===== src/shared/psc_consts.vh =====
`ifndef PSC_CONSTS_VH
`define PSC_CONSTS_VH

// Register indices; the byte address on the bus is four times the index.
`define PSC_IDX_VGA_MODE_A 8'h18
`define PSC_IDX_VGA_MODE_B 8'h19
`define PSC_IDX_CLK_SRC 8'h1a
`define PSC_IDX_SYNTH_PTR 8'h2c
`define PSC_IDX_PIXEL_PORT 8'h2d
`define PSC_IDX_MEM_PORT 8'h2e
`define PSC_IDX_LOOP_PORT 8'h2f
`define PSC_IDX_MEM_LOOP_CTRL 8'h39

// Synthesizer numbering used for every per-synthesizer vector.
`define PSC_SYN_PIXEL 0
`define PSC_SYN_MEM 1
`define PSC_SYN_LOOP 2
`define PSC_NUM_SYN 3

// Two-bit pointer field codes, one field per synthesizer.
`define PSC_PTR_REF 2'h0
`define PSC_PTR_FB 2'h1
`define PSC_PTR_POST 2'h2
`define PSC_PTR_STATUS 2'h3

// Field positions.
`define PSC_ENABLE_BIT 7
`define PSC_LOCK_BIT 6
`define PSC_CODE_W 6
`define PSC_RCLK_PIXEL_BIT 3
`define PSC_MCLK_SYNTH_BIT 4
`define PSC_VIDEO_CLOCK_OUTPUT_DIS_LSB 4
`define PSC_EXT0_CODE 3'h7

// Reset values.
`define PSC_RESET_BYTE 8'h00

// Consecutive clean comparisons before a synthesizer reports lock.
`define PSC_LOCK_COUNT 8'h10

`endif

===== src/hdl/psc_phase_lock.v =====
`timescale 1ns/1ps
`include "psc_consts.vh"
module psc_phase_lock (
  input wire clk_i,
  input wire resetn_i,
  input wire enable_i,
  input wire ref_tick_i,
  input wire fb_tick_i,
  input wire [5:0] ref_code_i,
  input wire [5:0] fb_code_i,
  output reg up_o,
  output reg down_o,
  output reg locked_o
);
  reg [6:0] ref_cnt_q;
  reg [6:0] fb_cnt_q;
  reg ref_edge_q;
  reg fb_edge_q;
  reg [1:0] fb_seen_q;
  reg [7:0] clean_q;
  wire [6:0] ref_div = 7'd65 - {1'b0, ref_code_i};
  wire [6:0] fb_div = 7'd65 - {1'b0, fb_code_i};

  always @(posedge clk_i) begin
    if (!resetn_i || !enable_i) begin
      ref_cnt_q <= 7'h00;
      fb_cnt_q <= 7'h00;
      ref_edge_q <= 1'b0;
      fb_edge_q <= 1'b0;
      fb_seen_q <= 2'h0;
      clean_q <= 8'h00;
      up_o <= 1'b0;
      down_o <= 1'b0;
      locked_o <= 1'b0;
    end else begin
      // Prescalers: each side yields one rising edge per (65 - code) ticks.
      ref_edge_q <= 1'b0;
      fb_edge_q <= 1'b0;
      if (ref_tick_i) begin
        if (ref_cnt_q + 7'h01 >= ref_div) begin
          ref_cnt_q <= 7'h00;
          ref_edge_q <= 1'b1;
        end else begin
          ref_cnt_q <= ref_cnt_q + 7'h01;
        end
      end
      if (fb_tick_i) begin
        if (fb_cnt_q + 7'h01 >= fb_div) begin
          fb_cnt_q <= 7'h00;
          fb_edge_q <= 1'b1;
        end else begin
          fb_cnt_q <= fb_cnt_q + 7'h01;
        end
      end
      // Compare only the divided rising edges.
      up_o <= ref_edge_q & ~fb_edge_q;
      down_o <= fb_edge_q & ~ref_edge_q;
      // Lock means exactly one feedback edge per reference period, seen
      // over a run of periods.
      if (ref_edge_q) begin
        if (fb_seen_q + {1'b0, fb_edge_q} == 2'h1) begin
          if (clean_q != `PSC_LOCK_COUNT) begin
            clean_q <= clean_q + 8'h01;
          end
        end else begin
          clean_q <= 8'h00;
        end
        fb_seen_q <= 2'h0;
      end else if (fb_edge_q && fb_seen_q != 2'h3) begin
        fb_seen_q <= fb_seen_q + 2'h1;
      end
      locked_o <= (clean_q == `PSC_LOCK_COUNT);
    end
  end
endmodule


===== src/hdl/psc_pll_setup_control.v =====
// Operation
// - Post-divider divides by 1, 2, 4, 8.
// - Loop synthesizer adds even divider 2 to 16.
// - Extra loop divider in control bits 2-0.
// - Compare rising edges after both prescalers.
// - Prescaler codes use low six bits only.
// - Return clock from loop or pixel synthesizer.
// - Memory clock from synthesizer or dot clock.
// - Pixel/loop disables apply only at select 1x.
// - Select 00/01 picks fixed pixel settings.
// - Pointer 0x2a aims ports at postscalers.
// - Ports 2f loop, 2d pixel; zero disables.
// - Writing 0x18 to 0x39 routes pixel clock.
// - Writing 0x77 to 0x1a picks external clock.
// - Pointer zero aims ports at reference prescalers.
// - Pointer 0x3f reads status, bit 6 lock.
//
// Local design decision: the Wishbone interface to the registers.
`timescale 1ns/1ps
`include "psc_consts.vh"
module psc_pll_setup_control #(
  parameter [7:0] VGA0_REF = 8'hc0,
  parameter [7:0] VGA0_FB = 8'h00,
  parameter [7:0] VGA0_POST = 8'h00,
  parameter [7:0] VGA1_REF = 8'hc0,
  parameter [7:0] VGA1_FB = 8'h00,
  parameter [7:0] VGA1_POST = 8'h00
) (
  input wire clk_i,
  input wire resetn_i,
  input wire wb_cyc_i,
  input wire wb_stb_i,
  input wire wb_we_i,
  input wire [7:0] wb_adr_i,
  input wire [3:0] wb_sel_i,
  input wire [31:0] wb_dat_i,
  output reg [31:0] wb_dat_o,
  output reg wb_ack_o,
  input wire [1:0] vga_clock_select_inputs_i,
  input wire ref_tick_i,
  input wire [2:0] vco_tick_i,
  input wire [2:0] fb_tick_i,
  input wire dot_tick_i,
  output reg [17:0] synth_ref_code_o,
  output reg [17:0] synth_fb_code_o,
  output reg [5:0] synth_post_code_o,
  output reg [2:0] synth_enable_bit_o,
  output reg [2:0] loop_q_code_o,
  output wire [2:0] pump_up_o,
  output wire [2:0] pump_down_o,
  output wire [2:0] synth_locked_o,
  output wire [2:0] synth_out_tick_o,
  output reg return_clk_tick_o,
  output reg mem_clk_tick_o,
  output reg ext_clock_zero_sel_o,
  output reg video_clock_output_en_o,
  output reg [7:0] vga_mode_a_o,
  output reg [7:0] vga_mode_b_o
);
  // Software-visible state. Synthesizer order: pixel, memory, loop.
  reg [7:0] vga_mode_a_q;
  reg [7:0] vga_mode_b_q;
  reg [7:0] clk_src_q;
  reg [7:0] ptr_q;
  reg [7:0] ctrl_q;
  reg [7:0] ref_q [0:2];
  reg [7:0] fb_q [0:2];
  reg [7:0] post_q [0:2];
  reg [2:0] en_eff_q;

  // Select pins pass three flip-flops; the first is read only by the second.
  reg [1:0] sel_s1_q;
  reg [1:0] sel_s2_q;
  reg [1:0] sel_s3_q;
  reg [1:0] sel_q;

  reg [7:0] rd_d;
  wire [7:0] idx = {2'h0, wb_adr_i[7:2]};
  wire req = wb_cyc_i & wb_stb_i & ~wb_ack_o;
  wire wr = req & wb_we_i & wb_sel_i[0];
  wire [7:0] wdat = wb_dat_i[7:0];
  wire vga_fixed = ~sel_q[1];
  wire [7:0] pix_ref_fix = sel_q[0] ? VGA1_REF : VGA0_REF;
  wire [7:0] pix_fb_fix = sel_q[0] ? VGA1_FB : VGA0_FB;
  wire [7:0] pix_post_fix = sel_q[0] ? VGA1_POST : VGA0_POST;
  wire [2:0] post_tick;
  wire loop_q_tick;
  integer s;

  always @(posedge clk_i) begin
    if (!resetn_i) begin
      sel_s1_q <= 2'h0;
      sel_s2_q <= 2'h0;
      sel_s3_q <= 2'h0;
      sel_q <= 2'h0;
    end else begin
      sel_s1_q <= vga_clock_select_inputs_i;
      sel_s2_q <= sel_s1_q;
      sel_s3_q <= sel_s2_q;
      if (sel_s2_q == sel_s3_q) begin
        sel_q <= sel_s3_q;
      end
    end
  end

  // Bus slave: one wait state, ack pulses for one cycle, read data and
  // write effects both land on the edge that raises ack.
  always @(posedge clk_i) begin
    if (!resetn_i) begin
      wb_ack_o <= 1'b0;
      wb_dat_o <= 32'h00000000;
    end else begin
      wb_ack_o <= req;
      if (req) begin
        wb_dat_o <= {24'h000000, rd_d};
      end
    end
  end

  always @* begin
    rd_d = 8'h00;
    case (idx)
      `PSC_IDX_VGA_MODE_A: rd_d = vga_mode_a_q;
      `PSC_IDX_VGA_MODE_B: rd_d = vga_mode_b_q;
      `PSC_IDX_CLK_SRC: rd_d = clk_src_q;
      `PSC_IDX_SYNTH_PTR: rd_d = ptr_q;
      `PSC_IDX_MEM_LOOP_CTRL: rd_d = ctrl_q;
      default: rd_d = 8'h00;
    endcase
    for (s = 0; s < `PSC_NUM_SYN; s = s + 1) begin
      if (idx == `PSC_IDX_PIXEL_PORT + s) begin
        case (ptr_q[2*s +: 2])
          `PSC_PTR_REF: rd_d = ref_q[s];
          `PSC_PTR_FB: rd_d = fb_q[s];
          `PSC_PTR_POST: rd_d = post_q[s];
          default: rd_d = {1'b0, synth_locked_o[s], 6'h00};
        endcase
      end
    end
  end

  // Register writes. Each data port owns a two-bit field of the pointer.
  always @(posedge clk_i) begin
    if (!resetn_i) begin
      vga_mode_a_q <= `PSC_RESET_BYTE;
      vga_mode_b_q <= `PSC_RESET_BYTE;
      clk_src_q <= `PSC_RESET_BYTE;
      ptr_q <= `PSC_RESET_BYTE;
      ctrl_q <= `PSC_RESET_BYTE;
      for (s = 0; s < `PSC_NUM_SYN; s = s + 1) begin
        ref_q[s] <= `PSC_RESET_BYTE;
        fb_q[s] <= `PSC_RESET_BYTE;
        post_q[s] <= `PSC_RESET_BYTE;
      end
    end else if (wr) begin
      case (idx)
        `PSC_IDX_VGA_MODE_A: vga_mode_a_q <= wdat;
        `PSC_IDX_VGA_MODE_B: vga_mode_b_q <= wdat;
        `PSC_IDX_CLK_SRC: clk_src_q <= wdat;
        `PSC_IDX_SYNTH_PTR: ptr_q <= wdat;
        `PSC_IDX_MEM_LOOP_CTRL: ctrl_q <= wdat;
        default: ptr_q <= ptr_q;
      endcase
      for (s = 0; s < `PSC_NUM_SYN; s = s + 1) begin
        if (idx == `PSC_IDX_PIXEL_PORT + s) begin
          case (ptr_q[2*s +: 2])
            `PSC_PTR_REF: begin
              ref_q[s] <= wdat;
              ptr_q[2*s +: 2] <= `PSC_PTR_FB;
            end
            `PSC_PTR_FB: begin
              fb_q[s] <= wdat;
              ptr_q[2*s +: 2] <= `PSC_PTR_POST;
            end
            `PSC_PTR_POST: begin
              post_q[s] <= wdat;
              ptr_q[2*s +: 2] <= `PSC_PTR_REF;
            end
            default: ptr_q[2*s +: 2] <= `PSC_PTR_STATUS;
          endcase
        end
      end
    end
  end

  // Enables. The memory synthesizer follows its bit at once; the pixel and
  // loop synthesizers only pick up their bits while the select pins read
  // 1x, so a host can stage a disable without disturbing the display.
  always @(posedge clk_i) begin
    if (!resetn_i) begin
      en_eff_q <= 3'h0;
    end else begin
      en_eff_q[`PSC_SYN_MEM] <= post_q[`PSC_SYN_MEM][`PSC_ENABLE_BIT];
      if (sel_q[1]) begin
        en_eff_q[`PSC_SYN_PIXEL] <= post_q[`PSC_SYN_PIXEL][`PSC_ENABLE_BIT];
        en_eff_q[`PSC_SYN_LOOP] <= post_q[`PSC_SYN_LOOP][`PSC_ENABLE_BIT];
      end else begin
        // The hard-wired VGA settings always run the pixel synthesizer.
        en_eff_q[`PSC_SYN_PIXEL] <= 1'b1;
      end
    end
  end

  // Codes handed to the analog synthesizers.
  always @(posedge clk_i) begin
    if (!resetn_i) begin
      synth_ref_code_o <= 18'h00000;
      synth_fb_code_o <= 18'h00000;
      synth_post_code_o <= 6'h00;
      synth_enable_bit_o <= 3'h0;
      loop_q_code_o <= 3'h0;
    end else begin
      for (s = 0; s < `PSC_NUM_SYN; s = s + 1) begin
        synth_ref_code_o[6*s +: 6] <= ref_q[s][5:0];
        synth_fb_code_o[6*s +: 6] <= fb_q[s][5:0];
        synth_post_code_o[2*s +: 2] <= post_q[s][1:0];
      end
      if (vga_fixed) begin
        synth_ref_code_o[5:0] <= pix_ref_fix[5:0];
        synth_fb_code_o[5:0] <= pix_fb_fix[5:0];
        synth_post_code_o[1:0] <= pix_post_fix[1:0];
      end
      synth_enable_bit_o <= en_eff_q;
      loop_q_code_o <= ctrl_q[2:0];
    end
  end

  // Post-dividers: 2^P on every synthesizer, then 2*(Q+1) on the loop one.
  genvar g;
  generate
    for (g = 0; g < `PSC_NUM_SYN; g = g + 1) begin : g_syn
      psc_post_div u_post (
        .clk_i(clk_i),
        .resetn_i(resetn_i),
        .enable_i(en_eff_q[g]),
        .tick_i(vco_tick_i[g]),
        .ratio_i(5'h01 << synth_post_code_o[2*g +: 2]),
        .tick_o(post_tick[g])
      );
      psc_phase_lock u_lock (
        .clk_i(clk_i),
        .resetn_i(resetn_i),
        .enable_i(en_eff_q[g]),
        .ref_tick_i(ref_tick_i),
        .fb_tick_i(fb_tick_i[g]),
        .ref_code_i(synth_ref_code_o[6*g +: 6]),
        .fb_code_i(synth_fb_code_o[6*g +: 6]),
        .up_o(pump_up_o[g]),
        .down_o(pump_down_o[g]),
        .locked_o(synth_locked_o[g])
      );
    end
  endgenerate

  psc_post_div u_loop_q (
    .clk_i(clk_i),
    .resetn_i(resetn_i),
    .enable_i(en_eff_q[`PSC_SYN_LOOP]),
    .tick_i(post_tick[`PSC_SYN_LOOP]),
    .ratio_i({1'b0, loop_q_code_o, 1'b0} + 5'h02),
    .tick_o(loop_q_tick)
  );

  assign synth_out_tick_o = {loop_q_tick, post_tick[1:0]};

  // Output routing and static configuration outputs.
  always @(posedge clk_i) begin
    if (!resetn_i) begin
      return_clk_tick_o <= 1'b0;
      mem_clk_tick_o <= 1'b0;
      ext_clock_zero_sel_o <= 1'b0;
      video_clock_output_en_o <= 1'b1;
      vga_mode_a_o <= 8'h00;
      vga_mode_b_o <= 8'h00;
    end else begin
      return_clk_tick_o <= ctrl_q[`PSC_RCLK_PIXEL_BIT] ?
        post_tick[`PSC_SYN_PIXEL] : loop_q_tick;
      // Dot clock lets the memory clock keep running while its own
      // synthesizer is stopped and reprogrammed.
      mem_clk_tick_o <= ctrl_q[`PSC_MCLK_SYNTH_BIT] ?
        post_tick[`PSC_SYN_MEM] : dot_tick_i;
      ext_clock_zero_sel_o <= (clk_src_q[2:0] == `PSC_EXT0_CODE);
      video_clock_output_en_o <=
        ~(&clk_src_q[`PSC_VIDEO_CLOCK_OUTPUT_DIS_LSB +: 3]);
      vga_mode_a_o <= vga_mode_a_q;
      vga_mode_b_o <= vga_mode_b_q;
    end
  end
endmodule


===== src/hdl/psc_post_div.v =====
`timescale 1ns/1ps
module psc_post_div (
  input wire clk_i,
  input wire resetn_i,
  input wire enable_i,
  input wire tick_i,
  input wire [4:0] ratio_i,
  output reg tick_o
);
  reg [4:0] count_q;

  // One output pulse for every ratio_i input pulses; a ratio of one passes
  // every pulse straight through, one cycle late.
  always @(posedge clk_i) begin
    if (!resetn_i || !enable_i) begin
      count_q <= 5'h00;
      tick_o <= 1'b0;
    end else begin
      tick_o <= 1'b0;
      if (tick_i) begin
        if (count_q + 5'h01 >= ratio_i) begin
          count_q <= 5'h00;
          tick_o <= 1'b1;
        end else begin
          count_q <= count_q + 5'h01;
        end
      end
    end
  end
endmodule


===== config.mk =====
export PLATFORM = sky130hd
export DESIGN_NAME = psc_pll_setup_control
export DESIGN_NICKNAME = d
export VERILOG_FILES = /design/src/hdl/psc_phase_lock.v /design/src/hdl/psc_pll_setup_control.v /design/src/hdl/psc_post_div.v
export VERILOG_INCLUDE_DIRS = /design/src /design/src/shared
export SDC_FILE = /design/constraint.sdc
export NUM_CORES = 1
export LEC_CHECK = 0
export BUFFER_PORTS_ARGS = -buffer_cell sky130_fd_sc_hd__buf_2
export CAP_MARGIN = 20
export CORE_MARGIN = 2
export CORE_UTILIZATION = 49
export DETAILED_ROUTE_END_ITERATION = 8
export PLACE_DENSITY = 0.69
export SETUP_SLACK_MARGIN = 0.2
export SYNTH_ARGS = -nofsm -noshare
export SYNTH_HDL_FRONTEND = slang
export SYNTH_SLANG_ARGS = --single-unit

===== constraint.sdc =====
create_clock -name clk_i -period 2.7 [get_ports clk_i]
set_input_delay 0.27 -clock clk_i [delete_from_list [all_inputs] [get_ports clk_i]]
set_output_delay 0.27 -clock clk_i [all_outputs]
set_load 0.02 [all_outputs]

==> flow_metrics.env, run 1 <==
export IMPL_drt_pre_antenna_iters=8
export IMPL_p_sw_share_pct=21.68
export IMPL_grt_start_max_net_pins=61
export IMPL_first_global_vias=10140
export IMPL_mapped_cells=1439
export IMPL_cp_max_fo=7
export IMPL_fp_dieArea_sq_mm=0.03087
export IMPL_period_needed_ps=2322
export IMPL_post_cts_buffers=0
export IMPL_tns_ps=0
export IMPL_n_antenna_cell=0
export IMPL_number_of_cts_inserted_buffers=34
export IMPL_power_report_internal_total_mw=7.835
export IMPL_met3_track_demand_over_resource_in_global_routing_pct=4.459
export IMPL_worst_setup_path_start_kind="flop"
export IMPL_yosysMostFrequentCell="sky130_fd_sc_hd__dfxtp_1"
export IMPL_post_synth_num_cell_types=67
export IMPL_detail_route_iter0_violations=1053
export IMPL_detail_route_wl_per_cell_microns=17.09
export IMPL_worst_slew_pin_slew_ps=796.9
export IMPL_routabilityCongestion=0.9163
export IMPL_area_growth_syn_to_layout_pct=13.21
export IMPL_ctsLongestPathBuffers=3
export IMPL_slew_headroom_pct=46.20
export IMPL_globalRouteTotalUtil_pct=21.36
export IMPL_antenna_left=0
export IMPL_nFillCells=2551
export IMPL_portBuffers=118
export IMPL_ctsHtreeMaxLevel=2
export IMPL_numClockSinks=310
export IMPL_global_route_peak_usage_layer="met2"
export IMPL_layout_nets=1696
export IMPL_number_of_flops_mapped_to_enable_cells_by_yosys=72
export IMPL_overflow=0
export IMPL_groute_layer_met1_usage_pct=28.27
export IMPL_half_perimeter_wire_length_after_placement_microns=24050
export IMPL_total_leakage_power_nw=6.771
export IMPL_crit_arrival_ps=2760
export IMPL_synth_top_area_cell="sky130_fd_sc_hd__dfxtp_1"
export IMPL_ys_flop_type="sky130_fd_sc_hd__dfxtp_1"
export IMPL_layout_drive_gt1_share_pct=12.80
export IMPL_syn_area_per_cell_sq_um=10.04
export IMPL_grt_pass1_wl_microns=52700
export IMPL_netlist_area_sq_mm=0.01445
export IMPL_post_synth_most_frequent_cells="sky130_fd_sc_hd__dfxtp_1 (238), sky130_fd_sc_hd__nand2_1 (158), sky130_fd_sc_hd__nor2_1 (109), sky130_fd_sc_hd__ha_1 (99), sky130_fd_sc_hd__edfxtp_1 (72)"
export IMPL_coreArea_sq_mm=0.02886
export IMPL_final_setup_fails=0
export IMPL_max_ir_drop_vdd_mv=0.3771
export IMPL_finish_instance_area_sq_mm=0.01636
export IMPL_ys_warn_count=0
export IMPL_power_combinational_fraction_pct=4.4
export IMPL_postSynthRegisterBits=310
export IMPL_netlist_area_leader_share_pct=32.98
export IMPL_sequential_element_share_of_the_synthesized_area_pct=47.94
export IMPL_min_period_over_period_pct=85.99
export IMPL_die_w_microns=175.7
export IMPL_run_status="finished, final reports clean"
export IMPL_unrepaired_setup_endpoints_after_global_routing="false"
export IMPL_cts_tree="built"
export IMPL_num_vias=10730
export IMPL_smallest_hold_slack_ps=17.27
export IMPL_remaining_drc_errors=0
export IMPL_cp_required_ps=3140
export IMPL_synthArstFlopShare_pct=0
export IMPL_final_hold_violation_count=0
export IMPL_grt_antenna_before_repair=0
export IMPL_core_rowCount=62
export IMPL_p_per_area_mw_per_mm2=611.7
export IMPL_cts_root_buffer_cell="sky130_fd_sc_hd__clkbuf_16"
export IMPL_worst_setup_hold_path_clk_slew_ps=60
export IMPL_global_route_usage_met2_pct=34.79
export IMPL_timing_setup_critical_path_class="flop to flop"
export IMPL_end_kind="flop"
export IMPL_total_switching_power_mw=2.169
export IMPL_floorplan_initialDensity_pct=50.07
export IMPL_holdCritPathClass="input pin to flop"
export IMPL_finalPower_mw=10.00
export IMPL_fp_dieH_microns=175.7
export IMPL_yosys_top_cells_area="sky130_fd_sc_hd__dfxtp_1 (33%), sky130_fd_sc_hd__edfxtp_1 (15%), sky130_fd_sc_hd__ha_1 (8.6%), sky130_fd_sc_hd__nand2_1 (4.1%), sky130_fd_sc_hd__xor2_1 (3.5%)"
export IMPL_insertion_delay_ps=510
export IMPL_finalWirelength_microns=33270
export IMPL_finalMaxSlewViolations=0
export IMPL_design_portCount=172
export IMPL_placement_cell_area_sq_mm=0.01518
export IMPL_routed_via_density=5.510
export IMPL_maxCapViolations=0
export IMPL_finClkSkew_ps=10.57
export IMPL_pwr_share_seq_pct=48.6
export IMPL_clock_fmax_ghz=0.4307
export IMPL_postLayoutCoreUtil_pct=56.68
export IMPL_clock_power_share_pct=47.0
## worst max-delay path: stages, from the launching register on
cell,delay (ps)
sky130_fd_sc_hd__dfxtp_1,420
sky130_fd_sc_hd__ha_1,270
sky130_fd_sc_hd__nand3_1,140
sky130_fd_sc_hd__nor2_1,150
sky130_fd_sc_hd__xor2_1,170
sky130_fd_sc_hd__ha_1,260
sky130_fd_sc_hd__a21oi_1,160
sky130_fd_sc_hd__o22ai_1,100
sky130_fd_sc_hd__a21oi_1,220
sky130_fd_sc_hd__nand2_1,220
sky130_fd_sc_hd__nor2_1,140
## routing by layer
| metal | up-vias | part of all wire (%) |
|---|---|---|
| li1 | 5221 | - |
| met4 | 0 | 3.2 |
| met2 | 421 | 46 |
| met3 | 81 | 7.9 |
| met5 | - | 0 |
| met1 | 5004 | 43 |
## through the flow
step,setup WS [ps],instances
4_1_cts,279.9,1947
3_5_place_dp,258.1,1884
3_3_place_gp,359.3,1884
5_1_grt,206.9,1947
2_1_floorplan,643.3,1462
6_report,378.3,1947
## layout make-up
class / count / area, sq um / area share [%]
Clock inverter: 12 / 137.6 / 0.8415
Clock buffer: 49 / 1005 / 6.143
Tap cell: 384 / 480.5 / 2.938
Timing Repair Buffer: 128 / 673.1 / 4.116
Sequential cell: 310 / 6929 / 42.37
Inverter: 50 / 187.7 / 1.147
Multi-Input combinational cell: 1014 / 6943 / 42.45
## power by group through the flow
stage | sequential (mW) | clock (mW) | combinational [mW]
finish | 4.86 | 4.71 | 0.437
global route | 4.87 | 5.01 | 0.481
CTS | 4.86 | 4.81 | 0.438
detailed placement | 4.96 | 0 | 0.434
global placement | 4.96 | 0 | 0.424
floorplan | 4.97 | 0 | 0.295
## registers in the layout, indices dropped and copies added (netlist names), 15 cells and up
register,flops
synth_fb_code_o,18
ref_q,24
post_q,24
g_syn.u_post.count_q,15
synth_ref_code_o,18
g_syn.u_lock.clean_q,24
g_syn.u_lock.fb_cnt_q,21
fb_q,24
g_syn.u_lock.ref_cnt_q,21
## worst paths after layout
path,from,end,slack (ps),cells past startpoint
worst max-delay path,g_syn[0].u_lock.ref_cnt_q[0],g_syn[0].u_lock.ref_cnt_q[5],380,10
worst min-delay path,dot_tick_i,mem_clk_tick_o,20,3
worst max register to register,g_syn[0].u_lock.ref_cnt_q[0],g_syn[0].u_lock.ref_cnt_q[5],380,10
worst min register to register,clk_src_q[4],video_clock_output_en_o,420,1
## repair_timing
action                                  in CTS  in global routing
hold endpoints to repair                     2                  0
hold buffers                                 2                  0
endpoints found under the setup margin       0                 23
resized for setup                            0                  9
## kinds of logic (layout without fill, tap and decap cells)
logic type	Yosys count	in the layout	share of synthesized area, %
simple gates	555	555	19.71
flops	310	310	47.94
compound gates	203	203	10.72
buf+inv	138	239	4.685
xor+xnor	105	105	6.365
fa+ha+maj	99	99	8.574
mux	28	28	1.975
other cells	1	24	0.02596
## placed cells by master, fill, tap and decap left out, types with 7 or more instances in the layout
cell type | Yosys | routed
sky130_fd_sc_hd__nand2_1 | 158 | 157
sky130_fd_sc_hd__nand2b_1 | 28 | 28
sky130_fd_sc_hd__clkbuf_16 | 0 | 37
sky130_fd_sc_hd__conb_1 | 1 | 24
sky130_fd_sc_hd__nor3b_1 | 10 | 10
sky130_fd_sc_hd__o21ai_0 | 19 | 17
sky130_fd_sc_hd__and3_1 | 52 | 52
sky130_fd_sc_hd__a21boi_0 | 18 | 18
sky130_fd_sc_hd__dfxtp_1 | 238 | 236
sky130_fd_sc_hd__nand3_1 | 41 | 41
sky130_fd_sc_hd__ha_1 | 99 | 98
sky130_fd_sc_hd__nor2b_1 | 22 | 22
sky130_fd_sc_hd__a21boi_1 | 9 | 9
sky130_fd_sc_hd__mux2i_1 | 24 | 24
sky130_fd_sc_hd__xnor2_1 | 47 | 47
sky130_fd_sc_hd__nor3_1 | 18 | 18
sky130_fd_sc_hd__and2_1 | 60 | 60
sky130_fd_sc_hd__a22o_1 | 18 | 18
sky130_fd_sc_hd__nand4_1 | 24 | 24
sky130_fd_sc_hd__buf_4 | 40 | 9
sky130_fd_sc_hd__clkbuf_1 | 40 | 8
sky130_fd_sc_hd__a22oi_1 | 19 | 19
sky130_fd_sc_hd__nor2_1 | 109 | 106
sky130_fd_sc_hd__o221a_1 | 8 | 8
sky130_fd_sc_hd__o2111ai_1 | 7 | 7
sky130_fd_sc_hd__edfxtp_1 | 72 | 72
sky130_fd_sc_hd__o22a_1 | 7 | 7
sky130_fd_sc_hd__a222oi_1 | 25 | 25
sky130_fd_sc_hd__a21oi_1 | 29 | 29
sky130_fd_sc_hd__a21o_1 | 8 | 8
sky130_fd_sc_hd__inv_1 | 49 | 49
sky130_fd_sc_hd__xor2_1 | 58 | 58
sky130_fd_sc_hd__buf_2 | 6 | 117
Power figures use the tool's default switching activity.
==> run 2: changes to the inputs <==
--- a/config.mk
+++ b/config.mk
@@ -11,7 +11,7 @@
 export CORE_MARGIN = 2
 export CORE_UTILIZATION = 49
 export DETAILED_ROUTE_END_ITERATION = 8
-export PLACE_DENSITY = 0.69
+export PLACE_DENSITY = 0.77
 export SETUP_SLACK_MARGIN = 0.2
 export SYNTH_ARGS = -nofsm -noshare
 export SYNTH_HDL_FRONTEND = slang
==> run 2 against run 1 <==
Net effect:
- cell count barely moved
- combinational power rose by 2%
- non-clock buffer count increased by 1
- core utilization down 0.082 points
==> flow_metrics.env, run 2 (synthesis results as in run 1) <==
export IMPL_ctsHtreeMaxLevel=2
export IMPL_coreArea_sq_mm=0.02886
export IMPL_worst_slew_pin_slew_ps=923.1
export IMPL_remaining_drc_errors=0
export IMPL_layout_cells_most_common="sky130_fd_sc_hd__dfxtp_1"
export IMPL_min_from="dot_tick_i"
export IMPL_reg2reg_to="fb_q[0][20]"
export IMPL_n_antenna_cell=0
export IMPL_layout_nets=1697
export IMPL_post_cts_buffers=0
export IMPL_grt_start_max_net_pins=39
export IMPL_unrepaired_setup_endpoints_after_global_routing="false"
export IMPL_routed_via_density=5.555
export IMPL_floorplan_initialDensity_pct=50.07
export IMPL_period_needed_ps=2293
export IMPL_worst_setup_hold_path_clk_slew_ps=60
export IMPL_overflow=0
export IMPL_timing_reg2reg_worst_path_depth=5
export IMPL_mostFrequentLayoutCells="sky130_fd_sc_hd__dfxtp_1 (236), sky130_fd_sc_hd__nand2_1 (156), sky130_fd_sc_hd__buf_2 (117)"
export IMPL_tns_ps=0
export IMPL_p_sw_share_pct=22.33
export IMPL_layout_drive_gt1_share_pct=13.11
export IMPL_cp_slowest_cell="sky130_fd_sc_hd__ha_1"
export IMPL_holdCritPathClass="input pin to flop"
export IMPL_detail_route_iter0_violations=1083
export IMPL_smallest_hold_slack_ps=27.97
export IMPL_drt_pre_antenna_iters=7
export IMPL_cpPeakStageDelay_ps=520
export IMPL_drt_met1_wl_microns=13990
export IMPL_design_portCount=172
export IMPL_hold_path_endpoint="mem_clk_tick_o"
export IMPL_timing_setup_critical_path_class="flop to flop"
export IMPL_final_hold_violation_count=0
export IMPL_run_status="finished, final reports clean"
export IMPL_regToRegSetupSlack_ps=410
export IMPL_p_per_area_mw_per_mm2=605.2
export IMPL_fp_dieH_microns=175.7
export IMPL_detail_route_wl_per_cell_microns=17.28
export IMPL_power_combinational_fraction_pct=4.5
export IMPL_crit_arrival_ps=2600
export IMPL_half_perimeter_wire_length_after_placement_microns=24280
export IMPL_hold_path_depth=3
export IMPL_total_switching_power_mw=2.207
export IMPL_final_setup_fails=0
export IMPL_bufs_and_invs_on_worst_path=0
export IMPL_power_report_internal_total_mw=7.676
export IMPL_cp_required_ps=3000
export IMPL_route_met3_wl_microns=2477
export IMPL_ctsLongestPathBuffers=3
export IMPL_maxCapViolations=0
export IMPL_r2r_start="ptr_q[0]"
export IMPL_clock_fmax_ghz=0.4362
export IMPL_routed_wl_met2_microns=16200
export IMPL_globalRouteTotalUtil_pct=21.41
export IMPL_antenna_left=0
export IMPL_routabilityCongestion=0.9129
export IMPL_pwr_share_seq_pct=49.2
export IMPL_worst_setup_path_start_kind="flop"
export IMPL_crit_chain="ha_1 > mux2_2 > a22oi_1 > nor2_1 > and3_1"
export IMPL_timing_critical_path_max_delay_family="simple AND/OR/NAND/NOR gates"
export IMPL_top_layer_used="met4"
export IMPL_max_ir_drop_vdd_mv=0.4342
export IMPL_first_global_vias=10530
export IMPL_nFillCells=2476
export IMPL_multi_input_area_sq_mm=0.006949
export IMPL_grt_antenna_before_repair=0
export IMPL_clock_power_share_pct=46.3
export IMPL_die_w_microns=175.7
export IMPL_end_kind="flop"
export IMPL_area_growth_syn_to_layout_pct=13.04
export IMPL_cts_root_buffer_cell="sky130_fd_sc_hd__clkbuf_16"
export IMPL_core_rowCount=62
export IMPL_cp_max_fo=11
export IMPL_fp_dieArea_sq_mm=0.03087
export IMPL_cts_tree="built"
export IMPL_number_of_cts_inserted_buffers=34
export IMPL_numClockSinks=310
export IMPL_smallest_setup_slack_after_layout_ps=407.3
export IMPL_slew_headroom_pct=37.68
export IMPL_total_leakage_power_nw=6.759
export IMPL_insertion_delay_ps=520
export IMPL_area_sequential_sq_mm=0.006929
export IMPL_dpl_worst_slack_ps=323.9
export IMPL_finClkSkew_ps=24.50
export IMPL_num_vias=10820
export IMPL_finalMaxSlewViolations=0
export IMPL_min_period_over_period_pct=84.91
export IMPL_grt_pass1_wl_microns=53510
export IMPL_portBuffers=118
export IMPL_finalWirelength_microns=33660
-- run 2: worst max path at each step --
stage / from / endpoint / slack (ps) / cells past startpoint
final: ptr_q[0] / fb_q[0][20] / 410 / 5
after global routing: g_syn[1].u_lock.ref_cnt_q[1] / g_syn[1].u_lock.ref_cnt_q[0] / 190 / 10
after CTS: g_syn[1].u_lock.fb_cnt_q[0] / g_syn[1].u_lock.fb_cnt_q[3] / 290 / 10
after detailed placement: g_syn[1].u_lock.fb_cnt_q[0] / g_syn[1].u_lock.fb_cnt_q[3] / 320 / 10
after global placement: g_syn[2].u_lock.ref_cnt_q[0] / g_syn[2].u_lock.ref_cnt_q[6] / 390 / 10
after floorplan: synth_fb_code_o[2] / g_syn[0].u_lock.fb_cnt_q[0] / 640 / 8
-- run 2: metal layers --
metal | up-vias | global-route usage (%)
met5 | - | 0
met4 | 0 | 7.920
met3 | 76 | 3.983
met2 | 399 | 36.40
met1 | 5110 | 27.16
li1 | 5237 | -
-- run 2: layout make-up --
class | count | share of cell area (%)
clock buffer | 46 | 5.922
clock inverter | 15 | 0.8427
inverter | 50 | 1.149
multi-input combinational | 1014 | 42.55
sequential | 310 | 42.43
tap | 384 | 2.942
timing repair buffer | 129 | 4.168
-- run 2: tightest hold or removal path, cell delays in order --
cell and delay [ps]:
sky130_fd_sc_hd__buf_2 70, sky130_fd_sc_hd__mux2i_1 60, sky130_fd_sc_hd__nor2b_1 100
-- run 2: through the flow --
stage	power (mW)	instances	area, sq um	utilization, %
detailed placement	5.397	1885	15190	52.62
global route	10.17	1948	16330	56.59
finish	9.884	1948	16330	56.59
global placement	5.381	1885	15190	52.62
floorplan	5.268	1462	14530	-
CTS	9.938	1948	16310	56.52
-- run 2: power groups by stage --
stage	sequential, mW	clock [mW]	combinational (mW)
final	4.86	4.58	0.445
after global placement	4.96	0	0.421
after global routing	4.87	4.82	0.486
after floorplan	4.97	0	0.295
after CTS	4.86	4.64	0.440
after detailed placement	4.96	0	0.435
-- run 2: timing repair --
action | 4_1_cts | 5_1_grt
setup endpoints to repair | 0 | 30
endpoints found under the hold margin | 2 | 0
hold buffers | 2 | 0
resized for setup | 0 | 11
==> run 3: changes to the inputs <==
==> constraint.sdc (replaced) <==
create_clock -name clk_i -period 2.15 [get_ports clk_i]
set_input_delay 0.215 -clock clk_i [delete_from_list [all_inputs] [get_ports clk_i]]
set_output_delay 0.215 -clock clk_i [all_outputs]
set_load 0.02 [all_outputs]
==> run 3 against run 2 <==
Net effect:
- cell count up 2.7%
- routed wire length grew 7.3%
- highest routed layer unchanged
- critical path depth grew 6
- clock skew fell by 5.2 ps
- core utilization grew 4.0 points
- hold slack got worse by 3.5 ps
- sequential power is 26% higher
- maximum frequency grew 8.7%
- via count rose by 4.0%
==> flow_metrics.env, run 3 (synthesis results as in run 1) <==
export IMPL_slew_headroom_pct=63.69
export IMPL_die_w_microns=175.7
export IMPL_routed_via_density=5.626
export IMPL_crit_arrival_ps=2510
export IMPL_power_report_internal_total_mw=9.747
export IMPL_pwr_share_seq_pct=48.5
export IMPL_power_combinational_fraction_pct=5.0
export IMPL_coreArea_sq_mm=0.02886
export IMPL_maxCapViolations=0
export IMPL_worst_setup_path_start_kind="flop"
export IMPL_design_portCount=172
export IMPL_run_status="finished, final reports clean"
export IMPL_fp_dieH_microns=175.7
export IMPL_end_kind="flop"
export IMPL_antenna_left=0
export IMPL_regToRegSetupSlack_ps=40
export IMPL_multi_input_area_sq_mm=0.007552
export IMPL_clock_fmax_ghz=0.4742
export IMPL_ctsHtreeMaxLevel=2
export IMPL_worst_setup_hold_path_clk_slew_ps=60
export IMPL_dpl_worst_slack_ps=-50.29
export IMPL_smallest_setup_slack_after_layout_ps=41.17
export IMPL_layout_drive_gt1_share_pct=24.94
export IMPL_smallest_hold_slack_ps=24.46
export IMPL_max_ir_drop_vdd_mv=0.4245
export IMPL_finalPower_mw=12.58
export IMPL_grt_antenna_before_repair=0
export IMPL_postLayoutCoreUtil_pct=60.55
export IMPL_insertion_delay_ps=520
export IMPL_overflow=0
export IMPL_routabilityCongestion=0.9204
export IMPL_finalWirelength_microns=36130
export IMPL_area_sequential_sq_mm=0.007004
export IMPL_globalRouteTotalUtil_pct=22.33
export IMPL_p_per_area_mw_per_mm2=720.1
export IMPL_total_switching_power_mw=2.836
export IMPL_fp_dieArea_sq_mm=0.03087
export IMPL_placement_cell_area_sq_mm=0.01547
export IMPL_finalMaxSlewViolations=0
export IMPL_unrepaired_setup_endpoints_after_global_routing="true"
export IMPL_finish_instance_area_sq_mm=0.01747
export IMPL_dp_cells=1914
export IMPL_num_vias=11250
export IMPL_ctsLongestPathBuffers=3
export IMPL_nFillCells=2331
export IMPL_min_period_over_period_pct=98.09
export IMPL_final_setup_fails=0
export IMPL_holdCritPathClass="input pin to flop"
export IMPL_layout_nets=1750
export IMPL_remaining_drc_errors=0
export IMPL_finClkSkew_ps=19.34
export IMPL_p_sw_share_pct=22.54
export IMPL_cts_tree="built"
export IMPL_detail_route_iter0_violations=968
export IMPL_numClockSinks=310
export IMPL_clock_power_share_pct=46.5
export IMPL_layout_cells_most_common="sky130_fd_sc_hd__dfxtp_1"
export IMPL_total_leakage_power_nw=7.139
export IMPL_worst_slew_pin_slew_ps=542.6
export IMPL_cp_required_ps=2550
export IMPL_number_of_cts_inserted_buffers=34
export IMPL_final_hold_violation_count=0
export IMPL_drt_pre_antenna_iters=6
export IMPL_area_growth_syn_to_layout_pct=20.94
export IMPL_tns_ps=0
export IMPL_grt_pass1_wl_microns=55620
export IMPL_cp_max_fo=5
export IMPL_cts_root_buffer_cell="sky130_fd_sc_hd__clkbuf_16"
export IMPL_core_rowCount=62
export IMPL_grt_start_max_net_pins=55
export IMPL_final_cells=2000
export IMPL_detail_route_wl_per_cell_microns=18.06
export IMPL_period_needed_ps=2109
export IMPL_timing_setup_critical_path_class="flop to flop"
export IMPL_first_global_vias=10940
export IMPL_portBuffers=118
export IMPL_n_antenna_cell=0
export IMPL_floorplan_initialDensity_pct=50.07
export IMPL_half_perimeter_wire_length_after_placement_microns=24770
export IMPL_mostFrequentLayoutCells="sky130_fd_sc_hd__dfxtp_1 (194), sky130_fd_sc_hd__nand2_1 (150), sky130_fd_sc_hd__buf_2 (117)"
-- run 3: critical path, cell delays in order, from the launching register on --
cell and delay [ps]:
sky130_fd_sc_hd__dfxtp_4 350, sky130_fd_sc_hd__inv_2 90, sky130_fd_sc_hd__ha_4 140, sky130_fd_sc_hd__nand2_1 80, sky130_fd_sc_hd__xnor2_1 160, sky130_fd_sc_hd__ha_1 340
sky130_fd_sc_hd__nand4_1 100, sky130_fd_sc_hd__and3_1 190, sky130_fd_sc_hd__o21ai_2 110, sky130_fd_sc_hd__nor2_1 80, sky130_fd_sc_hd__buf_4 160, sky130_fd_sc_hd__a22o_1 200
-- run 3: power groups by stage --
| stage | sequential [mW] | clock [mW] | combinational, mW |
|---|---|---|---|
| final | 6.10 | 5.85 | 0.626 |
| after global routing | 6.11 | 6.14 | 0.681 |
| after CTS | 6.10 | 5.93 | 0.586 |
| after detailed placement | 6.23 | 0 | 0.560 |
| after global placement | 6.23 | 0 | 0.542 |
| after floorplan | 6.24 | 0 | 0.372 |
-- run 3: layout make-up --
type | count | area share [%]
Clock inverter | 18 | 0.9667
Sequential cell | 310 | 40.09
Timing Repair Buffer | 182 | 6.323
Multi-Input combinational cell | 1014 | 43.22
Inverter | 50 | 1.074
Clock buffer | 42 | 5.578
Tap cell | 384 | 2.750
-- run 3: layer usage --
metal | GRT usage [%] | vias to the layer above | share of wire, %
met4 | 8.540 | 0 | 3.2
li1 | - | 5328 | -
met2 | 38.30 | 458 | 49
met3 | 3.723 | 101 | 6.8
met5 | 0 | - | 0
met1 | 28.19 | 5364 | 41
-- run 3: path summary, 6_finish.rpt --
kind                      startpoint  cells after the start                          end
setup / recovery  synth_fb_code_o[7]                     11  g_syn[1].u_lock.fb_cnt_q[1]
hold / removal         vco_tick_i[0]                      2   g_syn[0].u_post.count_q[4]
setup reg to reg  synth_fb_code_o[7]                     11  g_syn[1].u_lock.fb_cnt_q[1]
hold reg to reg          sel_s1_q[0]                      1                  sel_s2_q[0]
-- run 3: what timing repair did --
action,in CTS,in global routing
hold buffers,5,0
resized for setup,76,97
endpoints found under the setup margin,132,143
endpoints found under the hold margin,6,0
pin swaps,45,56
setup buffers,12,9
